==> src/iep_pkg.sv <==
// Package: register addresses, field positions, reset values, counts
// Assumes an 8-bit special-function-register space on the core side
package iep_pkg;
  // ----------------------------------------
  // Register addresses
  // ----------------------------------------
  localparam logic [7:0] ADDR_MAIN_IRQ_ENABLE         = 8'hA8;
  localparam logic [7:0] ADDR_PORT_LINE_ENABLE        = 8'hE8;
  localparam logic [7:0] ADDR_MAIN_IRQ_PRIORITY       = 8'hB8;
  localparam logic [7:0] ADDR_PORT_LINE_PRIORITY      = 8'hF8;
  localparam logic [7:0] ADDR_PORT_LINE_POLARITY      = 8'hE9;
  localparam logic [7:0] ADDR_PORT_LINE_REQUEST_FLAGS = 8'hC0;
  // ----------------------------------------
  // Main register fields
  // ----------------------------------------
  localparam int BIT_GLOBAL_GATE  = 7;
  localparam int BIT_SERIAL_PORT  = 5;
  localparam int BIT_TIMER1       = 3;
  localparam int BIT_OUTSIDE1     = 2;
  localparam int BIT_TIMER0       = 1;
  localparam int BIT_OUTSIDE0     = 0;
  localparam logic [7:0] MAIN_ENABLE_MASK   = 8'hAF;
  localparam logic [7:0] MAIN_PRIORITY_MASK = 8'h2F;
  localparam logic [7:0] REG_RESET          = 8'h00;
  // ----------------------------------------
  // Source numbering, in polling order
  // ----------------------------------------
  localparam int NUM_SOURCES = 13;
  localparam logic [3:0] SRC_NONE = 4'hF;
  // Machine cycle length in clocks
  localparam logic [3:0] MACHINE_CYCLE_CLKS = 4'hC;
endpackage

==> src/iep_line_detect.sv <==
// Level detector for the eight port-line interrupts
// Assumes machine-cycle strobe from the core and synchronous pin levels
`timescale 1ns/1ns
module iep_line_detect (
  input  wire logic       clk_sys,
  input  wire logic       rst,
  input  wire logic       mc_tick,
  input  wire logic [7:0] port_lines,
  input  wire logic [7:0] port_line_polarities,
  output logic      [7:0] line_request
);
  // ----------------------------------------
  // Per-line qualification
  // ----------------------------------------
  genvar i;
  generate
    for (i = 0; i < 8; i++) begin : g_line
      logic active;
      logic held_reg;
      assign active = (port_lines[i] == port_line_polarities[i]);
      // Level must stay active over a whole machine cycle
      // Cleared on reset, so no request before one whole cycle is seen
      always_ff @(posedge clk_sys) begin
        if (rst) begin
          held_reg <= 1'b0;
        end else if (mc_tick) begin
          held_reg <= 1'b1;
        end else if (!active) begin
          held_reg <= 1'b0;
        end
      end
      always_ff @(posedge clk_sys) begin
        if (rst) begin
          line_request[i] <= 1'b0;
        end else begin
          line_request[i] <= mc_tick & held_reg & active;
        end
      end
    end
  endgenerate
endmodule

==> src/iep_irq_ctrl.sv <==
// Interrupt enable, priority, polarity and request-flag registers
// Assumes the core gives a machine-cycle strobe and an SFR port
`timescale 1ns/1ns
module iep_irq_ctrl (
  input  wire logic       clk_sys,
  input  wire logic       rst,
  input  wire logic       mc_tick,
  input  wire logic [7:0] sfr_addr,
  input  wire logic       sfr_wr,
  input  wire logic [7:0] sfr_wdata,
  output logic      [7:0] sfr_rdata,
  output logic            sfr_hit,
  input  wire logic       outside_line0,
  input  wire logic       outside_line1,
  input  wire logic       timer0_req,
  input  wire logic       timer1_req,
  input  wire logic       two_wire_port,
  input  wire logic [7:0] port_lines,
  input  wire logic       irq_ack,
  input  wire logic       irq_return,
  output logic            irq_valid,
  output logic      [3:0] irq_source,
  output logic            irq_high
);
  // ----------------------------------------
  // Registers
  // ----------------------------------------
  logic [7:0] main_irq_enable_reg;
  logic [7:0] port_line_enable_reg;
  logic [7:0] main_irq_priority_reg;
  logic [7:0] port_line_priority_reg;
  logic [7:0] port_line_polarity_reg;
  logic [7:0] port_line_request_flags_reg;
  logic [7:0] line_request;
  logic       wr_me, wr_pe, wr_mp, wr_pp, wr_pol, wr_flg;

  assign wr_me  = sfr_wr &&
                  sfr_addr == iep_pkg::ADDR_MAIN_IRQ_ENABLE;
  assign wr_pe  = sfr_wr &&
                  sfr_addr == iep_pkg::ADDR_PORT_LINE_ENABLE;
  assign wr_mp  = sfr_wr &&
                  sfr_addr == iep_pkg::ADDR_MAIN_IRQ_PRIORITY;
  assign wr_pp  = sfr_wr &&
                  sfr_addr == iep_pkg::ADDR_PORT_LINE_PRIORITY;
  assign wr_pol = sfr_wr &&
                  sfr_addr == iep_pkg::ADDR_PORT_LINE_POLARITY;
  assign wr_flg = sfr_wr &&
                  sfr_addr == iep_pkg::ADDR_PORT_LINE_REQUEST_FLAGS;

  always_ff @(posedge clk_sys) begin
    if (rst) begin
      main_irq_enable_reg <= iep_pkg::REG_RESET;
    end else if (wr_me) begin
      main_irq_enable_reg <= sfr_wdata & iep_pkg::MAIN_ENABLE_MASK;
    end
  end

  always_ff @(posedge clk_sys) begin
    if (rst) begin
      main_irq_priority_reg <= iep_pkg::REG_RESET;
    end else if (wr_mp) begin
      main_irq_priority_reg <=
        sfr_wdata & iep_pkg::MAIN_PRIORITY_MASK;
    end
  end

  always_ff @(posedge clk_sys) begin
    if (rst) begin
      port_line_enable_reg   <= iep_pkg::REG_RESET;
      port_line_priority_reg <= iep_pkg::REG_RESET;
      port_line_polarity_reg <= iep_pkg::REG_RESET;
    end else begin
      if (wr_pe) begin
        port_line_enable_reg <= sfr_wdata;
      end
      if (wr_pp) begin
        port_line_priority_reg <= sfr_wdata;
      end
      if (wr_pol) begin
        port_line_polarity_reg <= sfr_wdata;
      end
    end
  end

  // Set wins over a same-cycle software clear, so no request is lost
  always_ff @(posedge clk_sys) begin
    if (rst) begin
      port_line_request_flags_reg <= iep_pkg::REG_RESET;
    end else begin
      port_line_request_flags_reg <=
        (wr_flg ? sfr_wdata : port_line_request_flags_reg)
        | (line_request & port_line_enable_reg);
    end
  end

  iep_line_detect u_detect (
    .clk_sys              (clk_sys),
    .rst                  (rst),
    .mc_tick              (mc_tick),
    .port_lines           (port_lines),
    .port_line_polarities (port_line_polarity_reg),
    .line_request         (line_request)
  );

  // ----------------------------------------
  // Read port
  // ----------------------------------------
  always_comb begin
    sfr_hit   = 1'b1;
    sfr_rdata = 8'h00;
    unique case (sfr_addr)
      iep_pkg::ADDR_MAIN_IRQ_ENABLE:         sfr_rdata = main_irq_enable_reg;
      iep_pkg::ADDR_PORT_LINE_ENABLE:        sfr_rdata = port_line_enable_reg;
      iep_pkg::ADDR_MAIN_IRQ_PRIORITY:       sfr_rdata = main_irq_priority_reg;
      iep_pkg::ADDR_PORT_LINE_PRIORITY:      sfr_rdata = port_line_priority_reg;
      iep_pkg::ADDR_PORT_LINE_POLARITY:      sfr_rdata = port_line_polarity_reg;
      iep_pkg::ADDR_PORT_LINE_REQUEST_FLAGS:
        sfr_rdata = port_line_request_flags_reg;
      default:                               sfr_hit = 1'b0;
    endcase
  end

  // ----------------------------------------
  // Arbitration, index = polling order
  // ----------------------------------------
  logic [12:0] pend;
  logic [12:0] lvl;
  logic [12:0] en;
  logic [7:0]  me;
  logic [7:0]  mp;
  logic [7:0]  pe;
  logic [7:0]  pp;
  logic [7:0]  fl;
  assign me = main_irq_enable_reg;
  assign mp = main_irq_priority_reg;
  assign pe = port_line_enable_reg;
  assign pp = port_line_priority_reg;
  assign fl = port_line_request_flags_reg;
  // Order: X0 S X5 T0 X6 X1 X2 X7 T1 X3 X8 X4 X9
  assign pend = {fl[7], fl[2], fl[6], fl[1], timer1_req, fl[5], fl[0],
                 outside_line1, fl[4], timer0_req, fl[3], two_wire_port,
                 outside_line0};
  assign en   = {pe[7], pe[2], pe[6], pe[1], me[iep_pkg::BIT_TIMER1], pe[5],
                 pe[0], me[iep_pkg::BIT_OUTSIDE1], pe[4],
                 me[iep_pkg::BIT_TIMER0], pe[3], me[iep_pkg::BIT_SERIAL_PORT],
                 me[iep_pkg::BIT_OUTSIDE0]};
  assign lvl  = {pp[7], pp[2], pp[6], pp[1], mp[iep_pkg::BIT_TIMER1], pp[5],
                 pp[0], mp[iep_pkg::BIT_OUTSIDE1], pp[4],
                 mp[iep_pkg::BIT_TIMER0], pp[3], mp[iep_pkg::BIT_SERIAL_PORT],
                 mp[iep_pkg::BIT_OUTSIDE0]};

  logic [12:0] live;
  logic [12:0] live_hi;
  logic [3:0]  pick_hi;
  logic [3:0]  pick_lo;
  assign live    = pend & en & {13{me[iep_pkg::BIT_GLOBAL_GATE]}};
  assign live_hi = live & lvl;

  always_comb begin
    pick_hi = iep_pkg::SRC_NONE;
    pick_lo = iep_pkg::SRC_NONE;
    for (int k = iep_pkg::NUM_SOURCES - 1; k >= 0; k--) begin
      if (live_hi[k]) begin
        pick_hi = 4'(k);
      end
      if (live[k] && !lvl[k]) begin
        pick_lo = 4'(k);
      end
    end
  end

  // ----------------------------------------
  // Nesting state
  // ----------------------------------------
  logic in_lo_reg;
  logic in_hi_reg;
  logic want_hi;
  logic want_lo;
  assign want_hi = pick_hi != iep_pkg::SRC_NONE && !in_hi_reg;
  assign want_lo = pick_lo != iep_pkg::SRC_NONE && !in_hi_reg && !in_lo_reg;

  // Return closes the innermost level first
  always_ff @(posedge clk_sys) begin
    if (rst) begin
      in_hi_reg <= 1'b0;
      in_lo_reg <= 1'b0;
    end else if (irq_ack && irq_valid) begin
      if (irq_high) begin
        in_hi_reg <= 1'b1;
      end else begin
        in_lo_reg <= 1'b1;
      end
    end else if (irq_return) begin
      if (in_hi_reg) begin
        in_hi_reg <= 1'b0;
      end else begin
        in_lo_reg <= 1'b0;
      end
    end
  end

  // Registered offer; port flags already lag one machine cycle
  always_ff @(posedge clk_sys) begin
    if (rst) begin
      irq_valid  <= 1'b0;
      irq_source <= iep_pkg::SRC_NONE;
      irq_high   <= 1'b0;
    end else if (irq_ack && irq_valid) begin
      irq_valid  <= 1'b0;
      irq_source <= iep_pkg::SRC_NONE;
      irq_high   <= 1'b0;
    end else begin
      irq_valid  <= want_hi | want_lo;
      irq_source <= want_hi ? pick_hi
                    : (want_lo ? pick_lo : iep_pkg::SRC_NONE);
      irq_high   <= want_hi;
    end
  end

  // ----------------------------------------
  // Checks
  // ----------------------------------------
  gate_blocks_a: assert property (@(posedge clk_sys) disable iff (rst)
    !main_irq_enable_reg[iep_pkg::BIT_GLOBAL_GATE] |=> !irq_valid)
    else $error("offer while global gate closed");
  reserved_zero_a: assert property (@(posedge clk_sys) disable iff (rst)
    (main_irq_enable_reg[6] == 1'b0) && (main_irq_enable_reg[4] == 1'b0)
    && (main_irq_priority_reg[7:6] == 2'b00)
    && (main_irq_priority_reg[4] == 1'b0))
    else $error("reserved bit set");
  flag_sticky_a: assert property (@(posedge clk_sys) disable iff (rst)
    !wr_flg |=> (port_line_request_flags_reg
    & $past(port_line_request_flags_reg))
    == $past(port_line_request_flags_reg))
    else $error("flag cleared by hardware");
  flag_set_a: assert property (@(posedge clk_sys) disable iff (rst)
    |(line_request & port_line_enable_reg) |=>
    (port_line_request_flags_reg & $past(line_request & port_line_enable_reg))
    == $past(line_request & port_line_enable_reg))
    else $error("enabled request not flagged");
  no_hi_preempt_a: assert property (@(posedge clk_sys) disable iff (rst)
    in_hi_reg && !irq_return |=> !irq_valid)
    else $error("high service pre-empted");
  lo_needs_hi_a: assert property (@(posedge clk_sys) disable iff (rst)
    in_lo_reg && irq_valid |-> irq_high)
    else $error("low service pre-empted by low");
  ena_write_a: assert property (@(posedge clk_sys) disable iff (rst)
    wr_pe |=> port_line_enable_reg == $past(sfr_wdata))
    else $error("line enable not stored");
  pol_read_a: assert property (@(posedge clk_sys) disable iff (rst)
    sfr_addr == iep_pkg::ADDR_PORT_LINE_POLARITY
    |-> sfr_rdata == port_line_polarity_reg)
    else $error("polarity read wrong");
endmodule

==> config.mk <==
export PLATFORM = sky130hd
export DESIGN_NAME = iep_irq_ctrl
export DESIGN_NICKNAME = d
export VERILOG_FILES = /design/src/iep_pkg.sv /design/src/iep_line_detect.sv /design/src/iep_irq_ctrl.sv
export SDC_FILE = /design/constraint.sdc
export NUM_CORES = 1
export LEC_CHECK = 0
export BUFFER_PORTS_ARGS = -buffer_cell sky130_fd_sc_hd__buf_2
export CORE_MARGIN = 2
export CORE_UTILIZATION = 45
export DETAILED_ROUTE_END_ITERATION = 12
export PLACE_DENSITY = 0.71
export SYNTH_ARGS = -nofsm -noshare
export SYNTH_HDL_FRONTEND = slang
export SYNTH_SLANG_ARGS = --single-unit
export TNS_END_PERCENT = 50
==> constraint.sdc <==
create_clock -name clk_sys -period 3.1 [get_ports clk_sys]
set_input_delay 0.93 -clock clk_sys [delete_from_list [all_inputs] [get_ports clk_sys]]
set_output_delay 0.93 -clock clk_sys [all_outputs]
set_load 0.01 [all_outputs]
==> metrics <==
status=finished with violations; violated checks=setup timing; commonest cells after routing, fill and taps aside=dfxtp_1 (67), nor2_1 (48), buf_2 (44); Die W=90.0 µm; NumNets Final=459; Num CTS Buffers=9; Max-Cap Viols=0; slowest cell on the critical path=a222oi_1; CTS hold repair buffers=0; routed wire length=8.66 mm; Seq. cell area=1340 µm²; DR pass1 iterations=5; worst skew pair latency=0.35 ns; crit path to=sfr_rdata[2]; Core ar.=7210 µm²; Adder-Cell Fraction of Synth Area=0; H-tree depth=3; Total Power=1.65 mW; Multi-input gate area=between 1500 and 2000 µm²; compound-cell area share of the yosys netlist=0.122; multiplexer area fraction after synthesis=0.148; r2r setup slk=a little over 0.9 ns; post-DP HPWL=6.33 mm; total number of vias=3041; Worst Hold Class=reg -> reg; RSZ-0062 raised after global routing=yes; DRT antenna net count=0; Starting Density=0.461; Rows=31; Async SR Flop Fraction=0; Mean Syn Cell Area=about 9.2 µm²; routability congestion estimate from global placement=0.838; Worst Path Max Fanout=5; RR Startpoint=main_irq_enable_reg[7]; TritonCTS clock tree=done; worst hold stages=2; layout cells sized above 1=0.247; final worst-path cycle share=1.01; Power Dens Cells=408 nW/µm²; clk slew on worst S/H paths=0.08 ns; Placement Setup Slack=-0.120 ns; Max Freq=0.320 GHz; Total GRT Usage=0.226; clk buf depth=2; Critical Path AT=2.19 ns; YS warnings=0; Worst Tran Pin Value=0.592 ns; # port buffers=between 40 and 50; die area=8090 µm²; Die Y=90.0 µm; largest net degree at the start of global routing=32; crit path cell chain=buf_6, or3b_4, nor3_4, buf_6, buf_6, a222oi_1, inv_1, buf_2; diodes inserted=0; Period minus WS final=~3.1 ns; XOR/XNOR Fraction of Synth Area=0.0211; Slew Limit Fails=0; class of the most critical setup path=in -> out; critical path buffer and inverter count=5; clk root buf=clkbuf_8; post-synthesis cell area=about 3300 µm²; r2r endpoint=irq_valid; IO Count=50; Critical Path Source Type=primary input; CP Data Required Time=2.17 ns; CP max stage delay=0.38 ns; #FFs+latches synth=67; Filler cells=672; Worst path top cell family by delay=buffers and inverters; Syn Inst Count=361; Fin. Hold Viols=0; Synth Area in Simple Gates=0.273; vias in the first global route=2890; setup tns final=-0.0432 ns; Worst R2R Path Depth=6; Peak VDD IR=0.362 mV; clock skew=a little under 0.01 ns; Layout area overhead=21.6%; CP Capture Type=primary output; Worst path most repeated cell=buf_6; sequential share of the synthesized area=0.403; final setup fails=5; largest family of logic cells by synthesized area=simple AND/OR/NAND/NOR gates; GRT overflow=0; WL/cell=16.4 µm; number of synthesized flops with an enable pin=0; crit path launch=sfr_addr[7]; Cell variety after synth=46; CTS sink count=67; Synth Flop Type=dfxtp_1; Residual DRC=0; instance count on the critical path=8; initial drt markers=just under 200; first-pass GRT wire length=14.7 mm; initial antenna violation count=0; Syn Nets=between 300 and 400; Vias per Instance=5.76; Fin Hold WS=0.436 ns; commonest non-fill, non-tap cell in the layout=dfxtp_1; total leakage power=1.81 nW; Worst slew margin=0.605; Final WS setup=-0.0246 ns
how the worst min path moves through the flow:
stage	from	to	slack (ns)
final	u_detect.g_line[2].held_reg	u_detect.line_request[2]	0.44
after global routing	u_detect.g_line[0].held_reg	u_detect.line_request[0]	0.45
after global placement	u_detect.g_line[0].held_reg	u_detect.line_request[0]	0.43
after CTS	u_detect.g_line[2].held_reg	u_detect.line_request[2]	0.44
after floorplan	u_detect.g_line[0].held_reg	u_detect.line_request[0]	0.42
after detailed placement	u_detect.g_line[2].held_reg	u_detect.line_request[2]	0.43
metal layers:
layer  track usage  routed length [µm]
met1         0.296                3820
met2         0.373                4180
met3        0.0562                 540
met4        0.0654                 118
met5             0                   0
power by group:
part | internal [mW] | switching [mW]
clock | 0.318 | 0.356
combinational | 0.0463 | 0.0586
sequential | 0.869 | 0.00335
Yosys cell counts, drive strengths merged (4+ instances only):
cell | count | share of area
mux4 | 5 | 0.034
nor2 | 48 | 0.054
nand4 | 15 | 0.032
and4 | 8 | 0.022
nand4b | 9 | 0.024
dfxtp | 67 | 0.40
a222oi | 5 | 0.015
nand3 | 13 | 0.020
o21ai | 6 | 0.0090
mux2i | 38 | 0.11
a21oi | 29 | 0.044
nor4 | 4 | 0.017
inv | 8 | 0.0090
buf | 10 | 0.015
and4b | 7 | 0.021
nand2 | 33 | 0.038
clkbuf | 8 | 0.0090
xnor2 | 8 | 0.021
final cells by class:
cell class	instances	area share
clock buffers	10	0.0340
clock inverters	6	0.0124
inverters	8	0.00742
multi-input cells	268	0.468
flip-flops and latches	67	0.332
well taps	99	0.0306
repair buffers	70	0.116
metrics by stage:
step,utilization,cell area (µm²),std cells
after floorplan,-,3330,361
after global placement,0.520,3750,507
after detailed placement,0.520,3750,507
after CTS,0.557,4020,528
after global routing,0.561,4050,528
final,0.561,4050,528
logic make-up after synthesis:
| logic type | count (synthesis) |
|---|---|
| AOI/OAI and AO/OA | 62 |
| muxes | 43 |
| buffers and inverters | 26 |
| xor gates and xnor gates | 8 |
| DFF | 67 |
| and+or+nand+nor | 155 |
timing repair:
item	CTS	global route
setup endpoints to repair	8	8
gates resized for setup	11	5
setup buffers	4	0
gates cloned	1	0
pin swaps	8	2
worst register-to-register path: stages, from the launching register on:
cell and delay [ns]:
dfxtp_1 0.43, buf_4 0.23, and4_1 0.24, or4_4 0.52, nor4b_4 0.32, nand4_1 0.12, o21a_1 0.19
Note: power is estimated with default switching activity, not from simulation.
